### src/inc/nvm_access_pkg.sv
/*
 Constants for the non-volatile configuration access block: register
 offsets, commands, field position, reset values and timing counts.
 Assumes a 100 MHz core clock.
*/
`default_nettype none
package nvm_access_pkg;
   // --------------------------------------------------------------
   // Timing
   // --------------------------------------------------------------
   localparam int CLK_MHZ = 100; // Core clock rate in MHz
   localparam int WINDOW_US = 10000; // Entry window after power-up, us
   localparam int WINDOW_CYC = WINDOW_US * CLK_MHZ; // Window, cycles
   localparam int PROC_US = 120; // Command and load processing, us
   localparam int PROC_CYC = PROC_US * CLK_MHZ; // Processing, cycles
   localparam int NVWRITE_US = 14000; // Non-volatile write time, us
   localparam int NVWRITE_CYC = NVWRITE_US * CLK_MHZ; // Write, cycles
   localparam int CNT_W = 21; // Width of the timing counters
   // --------------------------------------------------------------
   // Commands and register offsets
   // --------------------------------------------------------------
   localparam logic [7:0] CMD_ENTER = 8'ha0; // Enter programming mode
   localparam logic [7:0] CMD_EXIT = 8'h80; // Leave programming mode
   localparam logic [7:0] HUM_RES_RD = 8'h06; // humidity_resolution_read
   localparam logic [7:0] TMP_RES_RD = 8'h11; // temperature_resolution_read
   localparam logic [7:0] ID_UPPER_RD = 8'h1e; // sensor_id_upper
   localparam logic [7:0] ID_LOWER_RD = 8'h1f; // sensor_id_lower
   localparam logic [7:0] HUM_RES_WR = 8'h46; // humidity_resolution_write
   localparam logic [7:0] TMP_RES_WR = 8'h51; // temperature_resolution_write
   localparam logic [7:0] STATUS_OK = 8'h81; // Status byte on success
   localparam logic [7:0] STATUS_BUSY = 8'h00; // Status byte when not ready
   // --------------------------------------------------------------
   // Fields and reset values
   // --------------------------------------------------------------
   localparam int RES_MSB = 11; // Resolution field, upper bit
   localparam int RES_LSB = 10; // Resolution field, lower bit
   localparam logic [15:0] RES_REG_RESET = 16'h0c00; // 14-bit setting
endpackage : nvm_access_pkg
`default_nettype wire

### src/rtl/nvm_access.sv
/*
 Slave-side access to the sensor's non-volatile configuration: bus
 framing, programming-mode entry and exit, resolution registers and
 the identification number. Assumes SCL and SDA arrive asynchronously
 from a bus master and that the pad resolves SDA from SDA_OE.
*/
`timescale 1ns/10ps
`default_nettype none
// Behaviour
// - Settings and ID survive; only power-on resets
// - Registers reachable 120 us after entry
// - Every configuration register is 16 bits
// - Read offsets 06 humidity, 11 temperature
// - Write offsets 46 humidity, 51 temperature
// - Resolution field in bits 11:10, independent
// - Field 00/01/10/11 means 8/10/12/14 bits
// - Both resolutions default to 14 bits
// - Read returns status 81, high, low
// - ID upper at 1E, lower at 1F
// - Answer only own 7-bit address
module nvm_access #(
   parameter logic [6:0] SLAVE_ADDR = 7'h44, // Own bus address
   parameter logic [31:0] SENSOR_ID = 32'h5a5a_0001, // Arbitrary value
   parameter int WINDOW_CYC = nvm_access_pkg::WINDOW_CYC, // Entry window
   parameter int PROC_CYC = nvm_access_pkg::PROC_CYC, // Processing time
   parameter int NVWRITE_CYC = nvm_access_pkg::NVWRITE_CYC // Write time
) (
   input wire logic CORE_CLK, // Core clock, 100 MHz
   input wire logic RESETN, // Power-on reset, active low
   input wire logic SCL, // Bus clock from the master
   input wire logic SDA_IN, // Bus data level
   output logic SDA_OUT, // Bus data driven value, always low
   output logic SDA_OE, // High while pulling SDA low
   output logic PROG_MODE, // Programming mode active
   output logic [3:0] HUM_RES_BITS, // Humidity resolution in bits
   output logic [3:0] TEMP_RES_BITS // Temperature resolution in bits
);
   localparam int CW = nvm_access_pkg::CNT_W; // Counter width
   typedef enum logic [2:0] {ST_IDLE, ST_RX, ST_RX_ACK, ST_TX, ST_TX_ACK} link_state_t;

   // Resolution field to conversion width
   function automatic logic [3:0] res_bits(input logic [1:0] f);
      case (f)
         2'h0: res_bits = 4'h8;
         2'h1: res_bits = 4'ha;
         2'h2: res_bits = 4'hc;
         default: res_bits = 4'he;
      endcase
   endfunction : res_bits

   // ----------------------------------------------------------------
   // Pin synchronisers and bus event detection
   // ----------------------------------------------------------------
   logic scl_m, scl_s, scl_d; // SCL stages and previous value
   logic sda_m, sda_s, sda_d; // SDA stages and previous value
   logic scl_rise, scl_fall, start_det, stop_det; // Bus events

   // Two stages, then one more for edge detection
   always_ff @(posedge CORE_CLK or negedge RESETN) begin
      if (!RESETN) begin
         scl_m <= 1'b1;
         scl_s <= 1'b1;
         scl_d <= 1'b1;
         sda_m <= 1'b1;
         sda_s <= 1'b1;
         sda_d <= 1'b1;
      end else begin
         scl_m <= SCL;
         scl_s <= scl_m;
         scl_d <= scl_s;
         sda_m <= SDA_IN;
         sda_s <= sda_m;
         sda_d <= sda_s;
      end
   end

   assign scl_rise = scl_s & ~scl_d;
   assign scl_fall = ~scl_s & scl_d;
   assign start_det = scl_s & scl_d & sda_d & ~sda_s;
   assign stop_det = scl_s & scl_d & ~sda_d & sda_s;

   // ----------------------------------------------------------------
   // Frame engine
   // ----------------------------------------------------------------
   link_state_t state; // Bus state
   logic [3:0] bit_cnt; // Bits of the current byte
   logic [7:0] shreg; // Receive and transmit shifter
   logic addr_phase; // Address byte in progress
   logic rw; // Direction bit of this frame
   logic matched; // Frame is addressed to us
   logic [1:0] nbytes; // Bytes after the address, saturating
   logic [7:0] cmd, dhi, dlo; // Register byte and two data bytes
   logic [1:0] tx_idx; // Next byte of a read answer
   logic mack; // Master acknowledged the last byte
   logic frame_end; // Pulse: write frame addressed to us ended
   logic [7:0] tx_byte; // Byte to send next
   logic [15:0] rd_word; // Selected register contents
   logic reg_ok; // Registers are reachable

   // Shift bytes in and out, acknowledge, count the frame
   always_ff @(posedge CORE_CLK or negedge RESETN) begin
      if (!RESETN) begin
         state <= ST_IDLE;
         bit_cnt <= 4'h0;
         shreg <= 8'h00;
         addr_phase <= 1'b0;
         rw <= 1'b0;
         matched <= 1'b0;
         nbytes <= 2'h0;
         cmd <= 8'h00;
         dhi <= 8'h00;
         dlo <= 8'h00;
         tx_idx <= 2'h0;
         mack <= 1'b0;
         frame_end <= 1'b0;
         SDA_OE <= 1'b0;
         SDA_OUT <= 1'b0;
      end else begin
         frame_end <= 1'b0;
         SDA_OUT <= 1'b0;
         if (start_det) begin // New frame
            state <= ST_RX;
            bit_cnt <= 4'h0;
            addr_phase <= 1'b1;
            matched <= 1'b0;
            nbytes <= 2'h0;
            SDA_OE <= 1'b0;
         end else if (stop_det) begin // Frame over
            state <= ST_IDLE;
            SDA_OE <= 1'b0;
            frame_end <= matched & ~rw;
         end else begin
            case (state)
               ST_RX: begin
                  if (scl_rise && bit_cnt != 4'h8) begin
                     shreg <= {shreg[6:0], sda_s};
                     bit_cnt <= bit_cnt + 4'h1;
                  end else if (scl_fall && bit_cnt == 4'h8) begin
                     if (addr_phase && shreg[7:1] != SLAVE_ADDR) begin
                        state <= ST_IDLE;
                     end else begin
                        SDA_OE <= 1'b1;
                        state <= ST_RX_ACK;
                        if (addr_phase) begin
                           rw <= shreg[0];
                           matched <= 1'b1;
                        end else begin
                           if (nbytes == 2'h0) cmd <= shreg;
                           if (nbytes == 2'h1) dhi <= shreg;
                           if (nbytes == 2'h2) dlo <= shreg;
                           if (nbytes != 2'h3) nbytes <= nbytes + 2'h1;
                        end
                     end
                  end
               end
               ST_RX_ACK: begin
                  if (scl_fall) begin
                     addr_phase <= 1'b0;
                     if (addr_phase && rw) begin // First answer byte
                        SDA_OE <= ~tx_byte[7];
                        shreg <= {tx_byte[6:0], 1'b0};
                        bit_cnt <= 4'h1;
                        tx_idx <= 2'h1;
                        state <= ST_TX;
                     end else begin
                        SDA_OE <= 1'b0;
                        bit_cnt <= 4'h0;
                        state <= ST_RX;
                     end
                  end
               end
               ST_TX: begin
                  if (scl_fall) begin
                     if (bit_cnt == 4'h8) begin
                        SDA_OE <= 1'b0;
                        state <= ST_TX_ACK;
                     end else begin
                        SDA_OE <= ~shreg[7];
                        shreg <= {shreg[6:0], 1'b0};
                        bit_cnt <= bit_cnt + 4'h1;
                     end
                  end
               end
               ST_TX_ACK: begin
                  if (scl_rise) mack <= ~sda_s;
                  if (scl_fall) begin
                     if (mack) begin // Next answer byte
                        SDA_OE <= ~tx_byte[7];
                        shreg <= {tx_byte[6:0], 1'b0};
                        bit_cnt <= 4'h1;
                        if (tx_idx != 2'h3) tx_idx <= tx_idx + 2'h1;
                        state <= ST_TX;
                     end else begin
                        state <= ST_IDLE;
                     end
                  end
               end
               default: state <= ST_IDLE;
            endcase
         end
      end
   end

   // ----------------------------------------------------------------
   // Register selection and answer bytes
   // ----------------------------------------------------------------
   logic [15:0] hum, tmp; // Resolution registers, 16 bits each
   logic [7:0] sel; // Register chosen for reading
   logic [CW-1:0] busy_cnt; // Processing or write time left
   logic [CW-1:0] win_cnt; // Time since power-up
   logic win_open, prog, entering; // Window, mode, entry pending

   // Read map of the configuration registers
   always_comb begin
      if (sel == nvm_access_pkg::HUM_RES_RD) rd_word = hum;
      else if (sel == nvm_access_pkg::TMP_RES_RD) rd_word = tmp;
      else if (sel == nvm_access_pkg::ID_UPPER_RD) rd_word = SENSOR_ID[31:16];
      else if (sel == nvm_access_pkg::ID_LOWER_RD) rd_word = SENSOR_ID[15:0];
      else rd_word = 16'h0000;
   end

   // Status first, then high and low byte of the register
   always_comb begin
      case ((state == ST_RX_ACK) ? 2'h0 : tx_idx)
         2'h0: tx_byte = reg_ok ? nvm_access_pkg::STATUS_OK : nvm_access_pkg::STATUS_BUSY;
         2'h1: tx_byte = rd_word[15:8];
         2'h2: tx_byte = rd_word[7:0];
         default: tx_byte = 8'h00;
      endcase
   end

   // ----------------------------------------------------------------
   // Programming mode and timing
   // ----------------------------------------------------------------
   logic enter_req, exit_req, sel_req, wr_hum, wr_tmp; // Accepted frames
   logic full_zero; // Three bytes with both data bytes zero

   assign reg_ok = prog & (busy_cnt == '0);
   assign full_zero = frame_end & (nbytes == 2'h3) & (dhi == 8'h00) & (dlo == 8'h00);
   assign enter_req = full_zero & (cmd == nvm_access_pkg::CMD_ENTER) & win_open & ~prog & ~entering;
   assign exit_req = full_zero & (cmd == nvm_access_pkg::CMD_EXIT) & reg_ok;
   assign sel_req = frame_end & (nbytes == 2'h1) & reg_ok;
   assign wr_hum = frame_end & (nbytes == 2'h3) & (cmd == nvm_access_pkg::HUM_RES_WR) & reg_ok;
   assign wr_tmp = frame_end & (nbytes == 2'h3) & (cmd == nvm_access_pkg::TMP_RES_WR) & reg_ok;

   // Power-up window, closes once and stays closed
   always_ff @(posedge CORE_CLK or negedge RESETN) begin
      if (!RESETN) begin
         win_cnt <= '0;
         win_open <= 1'b1;
      end else if (win_open) begin
         win_cnt <= win_cnt + 1'b1;
         if (win_cnt == CW'(WINDOW_CYC - 1)) win_open <= 1'b0;
      end
   end

   // Mode, processing delays and register selection
   always_ff @(posedge CORE_CLK or negedge RESETN) begin
      if (!RESETN) begin
         prog <= 1'b0;
         entering <= 1'b0;
         busy_cnt <= '0;
         sel <= 8'h00;
      end else begin
         if (enter_req || sel_req) busy_cnt <= CW'(PROC_CYC);
         else if (wr_hum || wr_tmp) busy_cnt <= CW'(NVWRITE_CYC);
         else if (busy_cnt != '0) busy_cnt <= busy_cnt - 1'b1;
         if (enter_req) entering <= 1'b1;
         else if (entering && busy_cnt == CW'(1)) entering <= 1'b0;
         if (entering && busy_cnt == CW'(1)) prog <= 1'b1;
         else if (exit_req) prog <= 1'b0;
         if (sel_req) sel <= cmd;
      end
   end

   // Stored settings; cleared only by power-on
   always_ff @(posedge CORE_CLK or negedge RESETN) begin
      if (!RESETN) begin
         hum <= nvm_access_pkg::RES_REG_RESET;
         tmp <= nvm_access_pkg::RES_REG_RESET;
         PROG_MODE <= 1'b0;
         HUM_RES_BITS <= 4'he;
         TEMP_RES_BITS <= 4'he;
      end else begin
         if (wr_hum) hum <= {dhi, dlo};
         if (wr_tmp) tmp <= {dhi, dlo};
         PROG_MODE <= prog;
         HUM_RES_BITS <= res_bits(hum[nvm_access_pkg::RES_MSB:nvm_access_pkg::RES_LSB]);
         TEMP_RES_BITS <= res_bits(tmp[nvm_access_pkg::RES_MSB:nvm_access_pkg::RES_LSB]);
      end
   end
endmodule : nvm_access
`default_nettype wire

### config.mk
export PLATFORM = sky130hd
export DESIGN_NAME = nvm_access
export DESIGN_NICKNAME = d
export VERILOG_FILES = /design/src/inc/nvm_access_pkg.sv /design/src/rtl/nvm_access.sv
export SDC_FILE = /design/constraint.sdc
export NUM_CORES = 1
export LEC_CHECK = 0
export BUFFER_PORTS_ARGS = -buffer_cell sky130_fd_sc_hd__buf_2
export CAP_MARGIN = 10
export CORE_ASPECT_RATIO = 2
export CORE_MARGIN = 5
export CORE_UTILIZATION = 53
export CTS_BUF_LIST = sky130_fd_sc_hd__clkbuf_8
export CTS_CLUSTER_DIAMETER = 40
export DETAILED_ROUTE_END_ITERATION = 10
export HOLD_SLACK_MARGIN = 0.15
export PLACE_DENSITY = 0.69
export SETUP_SLACK_MARGIN = 0.02
export SLEW_MARGIN = 10
export SYNTH_ARGS = -nofsm -noshare
export SYNTH_HDL_FRONTEND = slang
export SYNTH_SLANG_ARGS = --single-unit
### constraint.sdc
create_clock -name CORE_CLK -period 2.8 [get_ports CORE_CLK]
set_input_delay 0.42 -clock CORE_CLK [delete_from_list [all_inputs] [get_ports CORE_CLK]]
set_output_delay 0.42 -clock CORE_CLK [all_outputs]
set_load 0.03 [all_outputs]
Word level (Yosys, flattened, before mapping) --
Index checks and enable logic that the tools add are counted.
Operators by class: add/sub/neg operators 5, equal/unequal tests 54, reduce and logical (&&, ||, !) cells 41, mux-type cells 87, bitwise gates (word level) 38
Operators with widths (count):
- 8-bit 2-to-1 mux | 8
- 21-bit 2-to-1 mux | 3
- 8-bit AND reduction | 6
- 4-bit inequality test (second input constant) | 9
- 2-bit 2-to-1 mux | 17
- 1-bit 2-to-1 mux | 32
- 16-bit 2-to-1 mux | 2
- 4-bit 2-to-1 mux | 8
- 8-bit case mux with 4 select lines | 1
- 2-bit inequality test (second input constant) | 14
- 1-bit AND | 24
- 8-bit by 5-bit equality test with 1-bit output (second input constant) | 3
- 3-bit 2-to-1 mux | 8
- 8-bit case mux with 3 select lines | 1
- 21-bit by 1-bit adder with 21-bit output (second input constant) | 1
- 21-bit by 1-bit equality test with 1-bit output (second input constant) | 1
- 21-bit by 20-bit equality test with 1-bit output (second input constant) | 1
- 21-bit zero test | 1
- 21-bit nonzero test | 1
- 21-bit by 1-bit subtractor with 21-bit output (second input constant) | 1
- 3-bit inequality test (second input constant) | 6
- 3-bit case mux with 3 select lines | 2
- 2-bit nonzero test | 9
- 8-bit by 7-bit equality test with 1-bit output (second input constant) | 2
- other kinds (30) | 64
Word-level totals: word-level logic and storage cells 256, input bits 4, flip-flop bits (word level) 149, output and inout port bits 11

Depth between registers and ports, before layout --
depth after elaboration 12, mapped depth 8, mapped depth without buffers 8

Worst setup path after synthesis --
OpenSTA, ideal clock, no wires.
path kind flip-flop to flip-flop, start point register bit_cnt[0], end point register shreg[1], path buffers 0, stages on the path, launching flop included 9, arrival 2137 ps, slack 538 ps, period minus slack after synthesis 2262 ps, library setup time 125 ps, required time 2675 ps, path through dfrtp_1 > inv_1 > ha_1 > and3b_1 > a21oi_1 > nor2_1 > or4_1 > nor2_4 > mux2_2
On the way: word-level cells in the longest chain between the ends 4, elaborated cells on any way between the ends 6, those cells by class eq/ne: 4; reduce/logical: 2
RTL lines:
- from (decl) | RTL line nvm_access.sv:86 | logic [3:0] bit_cnt;
- from (signal assigned) | RTL line nvm_access.sv:137 | bit_cnt <= bit_cnt + 4'h1;
- from (signal assigned) | RTL line nvm_access.sv:180 | bit_cnt <= bit_cnt + 4'h1;
- 4-bit inequality test | RTL line nvm_access.sv:135 | if (scl_rise && bit_cnt != 4'h8) begin
- 1-bit logical AND | RTL line nvm_access.sv:135
- 2-bit inequality test (no source line)
- 10-bit AND reduction (no source line) (*)
- to (signal assigned) | RTL line nvm_access.sv:136 | shreg <= {shreg[6:0], sda_s};
- to (signal assigned) | RTL line nvm_access.sv:161 | shreg <= {tx_byte[6:0], 1'b0};
- to (signal assigned) | RTL line nvm_access.sv:179 | shreg <= {shreg[6:0], 1'b0};
- to (decl) | RTL line nvm_access.sv:87 | logic [7:0] shreg;
Mark *: on every way between the ends. The rest lies on a longest branch, timed or not. A chain may end at the register's enable or synchronous reset.

Worst setup path after layout --
start point register dhi[0], end point register busy_cnt[3]
On the way: word-level cells in the longest chain between the ends 9, elaborated cells on any way between the ends 10, those cells by class mux: 1; bitwise: 6; reduce/logical: 3
RTL lines:
- from (decl) | RTL line nvm_access.sv:92 | logic [7:0] cmd, dhi, dlo;
- from (signal assigned) | RTL line nvm_access.sv:149 | if (nbytes == 2'h1) dhi <= shreg;
- 8-bit zero test (*) | RTL line nvm_access.sv:239 | assign full_zero = frame_end & (nbytes == 2'h3) & (dhi == 8'h00) & (dlo == 8'h00);
- 1-bit AND (*) (2 in series) | RTL line nvm_access.sv:239
- 1-bit AND (*) (4 in series) | RTL line nvm_access.sv:240 | assign enter_req = full_zero & (cmd == nvm_access_pkg::CMD_ENTER) & win_open & ~prog & ~entering;
- 1-bit logical OR (*) | RTL line nvm_access.sv:265 | if (enter_req || sel_req) busy_cnt <= CW'(PROC_CYC);
- 3-bit nonzero test (no source line) / 21-bit 2-to-1 mux (equally long branches)
- to (signal assigned) | RTL line nvm_access.sv:265
- to (signal assigned) | RTL line nvm_access.sv:266 | else if (wr_hum || wr_tmp) busy_cnt <= CW'(NVWRITE_CYC);
- to (signal assigned) | RTL line nvm_access.sv:267 | else if (busy_cnt != '0) busy_cnt <= busy_cnt - 1'b1;
- to (decl) | RTL line nvm_access.sv:209 | logic [CW-1:0] busy_cnt;
Marks and branches as above.

==> results.cfg <==
[global_routing]
grt_pass1_vias = 5279
grt_max_degree = 72
grt_pass1_wl_um = 27100
antenna_found_initial = 0
track_usage_pct = 21.6
grt_overflow_total = 0

[final_layout]
nNetsFinal = 649
layout-drive-gt1-share_pct = 26.0
layout_commonest_cell = dfrtp_1
most-common-layout-cells = dfrtp_1, mux2_2, nor2_1
final_core_util_pct = 58.9
stdcell_count = 802
antenna_cells = 0
area_growth_pct = 9.79
num-fill-cells = 1076

[pwr]
peakVddDrop_v = 0.000444
cellPowerDensity_nw_per_um2 = 623
power.leakage_nw = 3.78

[die]
rows = 60
boundaryPins = 15
fp.coreArea_um2 = 13400
die_w_um = 92.3
dieArea_um2 = 16100
initial_core_util_pct = 53.7
die_h_um = 174

[placed_design]
dp_hpwl_um = 12000
port_buffers = 9
dp_cells = 767
gp_congestion = 0.867

[worst_setup_path]
end_kind = flip-flop
start_kind = flip-flop
worst-setup-path-type = flip-flop to flip-flop
required_ps = 3110
cp_data_arrival_time_ps = 2870
critPathMaxFanout = 13

[clocking]
cts_tree = yes
cts-root-buf = clkbuf_8
cts_setup_buffers = 0
cts_buffer_depth = 2
ctsResizeCount = 0
clock_latency_ps = 450
clkTransAtPathRegs_ps = 80
cts_sinks = 145
cts_buffers = 17
htree_levels = 4

[sta]
fin_tns_setup_ps = 0
period_minus_slack_ps = 2560
hold_viol_final = 0
worst_slew_pin_slew_ps = 780
setup_violations = 0
max_freq_ghz = 0.391
max_slew_margin_pct = 47.6
fin_crit_sh_pct = 91.4
drv_slew = 0
rsz0062_at_grt = false
final.setup_skew_ps = 16.5

[route]
drc = 0
post_drt_wl_per_cell_um = 20.5
drt_iter0_markers = 211
drt-total-wl_um = 16400
dr.pass1.iters = 5
ant_nets = 0
vias = 4959
viasPerCell = 6.18

[synthesis]
synth_cells = 606
ys_seq_area_share_pct = 50.9
ys.flop_type = dfrtp_1
yosysWarningCount = 0
synth_area_um2 = 7170
avgSynthCellArea_um2 = 11.8
synth.distinct_cells = 68
synth_edf_count = 0
synth-seq-cells = 145
synthArstFlopShare_pct = 100

[run]
drv_cap = 0

[status]
status = finished, final reports clean

[min_path]
hp-class = flip-flop to flip-flop
-- Yosys cell counts, types with 5 or more instances --
master | number | area, um2
xor2_1 | 19 | 166
buf_4 | 6 | 45.0
nand2b_1 | 10 | 62.6
or4_1 | 6 | 45.0
dfrtp_1 | 130 | 3250
inv_1 | 13 | 48.8
a22oi_1 | 6 | 45.0
a32oi_1 | 6 | 52.6
ha_1 | 11 | 138
nor2_1 | 45 | 169
clkbuf_1 | 14 | 52.6
mux2_4 | 28 | 420
o21ai_0 | 19 | 95.1
nor3_1 | 12 | 60.1
mux2_2 | 47 | 529
xnor2_1 | 20 | 175
nor4_1 | 12 | 75.1
a22o_1 | 8 | 70.1
dfstp_2 | 15 | 394
nand4_1 | 17 | 106
a21oi_1 | 11 | 55.1
nand3b_1 | 5 | 37.5
nand2_1 | 34 | 128
nand3_1 | 21 | 105
and3_1 | 8 | 50.1
-- what timing repair did --
action,CTS,global route
hold endpoints to repair,66,0
endpoints found under the setup margin,0,0
hold buffers,3,0
-- metal layers --
layer | GRT usage, % | wire (um) | up-vias | part of all wire (%)
met2 | 41.0 | 9240 | 127 | 56
met4 | 10.1 | 738 | 0 | 4.5
met3 | 3.77 | 457 | 45 | 2.8
li1 | - | - | 2273 | -
met1 | 22.5 | 5980 | 2514 | 36
met5 | 0 | 0 | - | 0
-- critical path, stage by stage, from the launching register on --
cell     delay, ps
dfrtp_1        440
nor4_1         530
nand4_1        240
nor4_1         430
buf_4          200
a32o_1         480
nor2_1         110
-- layout make-up --
class                      count  area, um2  area share [%]
sequential                   145       3650            46.3
multi-input combinational    428       3350            42.6
clock buffer                  17        234            2.97
timing repair buffer          29        221            2.81
tap                          155        194            2.46
clock inverter                15        173            2.19
inverter                      13       48.8           0.620
-- cell families after synthesis --
family / count (synthesis) / synth area share [%]
adders and majority gates: 11 / 1.92
other: 2 / 0.105
AOI/OAI and AO/OA: 85 / 8.38
buffers and inverters: 36 / 2.51
and+or+nand+nor: 210 / 17.8
xor gates and xnor gates: 39 / 4.76
DFF: 145 / 50.9
muxes: 78 / 13.7
-- where the power goes --
group	internal, W	leakage, nW	switching (W)
logic	0.000323	1.63	0.000401
registers	0.00224	1.94	0.000250
clock network	0.000819	0.207	0.000874
-- stage by stage --
| step | worst slack [ps] | power, W | instance area, um2 | hold slack, ps |
|---|---|---|---|---|
| 5_1_grt | 194 | 0.00514 | 7870 | 354 |
| 2_1_floorplan | 538 | 0.00295 | 7180 | 124 |
| 4_1_cts | 283 | 0.00494 | 7870 | 354 |
| 3_3_place_gp | 426 | 0.00321 | 7440 | 348 |
| 6_report | 240 | 0.00490 | 7870 | 357 |
| 3_5_place_dp | 302 | 0.00323 | 7440 | 349 |
-- flip-flops by register name (all words and copies together), names as in the netlist, 2 cells and up --
register and cells:
bit_cnt 4, busy_cnt 21, win_cnt 21, cmd 8
sel 8, HUM_RES_BITS 2, shreg 8, dlo 8
nbytes 2, dhi 8, hum 16, state 3
tx_idx 2, tmp 16, TEMP_RES_BITS 2
-- worst paths after layout --
kind	cells past startpoint	start	slack, ps	endpoint
min in group asynchronous	2	RESETN	550	busy_cnt[1]$_DFFE_PN0P_
max in group asynchronous	3	RESETN	1430	scl_s$_DFF_PN1_
hold reg to reg	0	sda_m$_DFF_PN1_	360	sda_s$_DFF_PN1_
setup reg to reg	6	dhi[0]$_DFFE_PN0P_	240	busy_cnt[3]$_DFFE_PN0P_
setup / recovery	6	dhi[0]$_DFFE_PN0P_	240	busy_cnt[3]$_DFFE_PN0P_
hold / removal	0	sda_m$_DFF_PN1_	360	sda_s$_DFF_PN1_
Power figures use the tool's default switching activity.
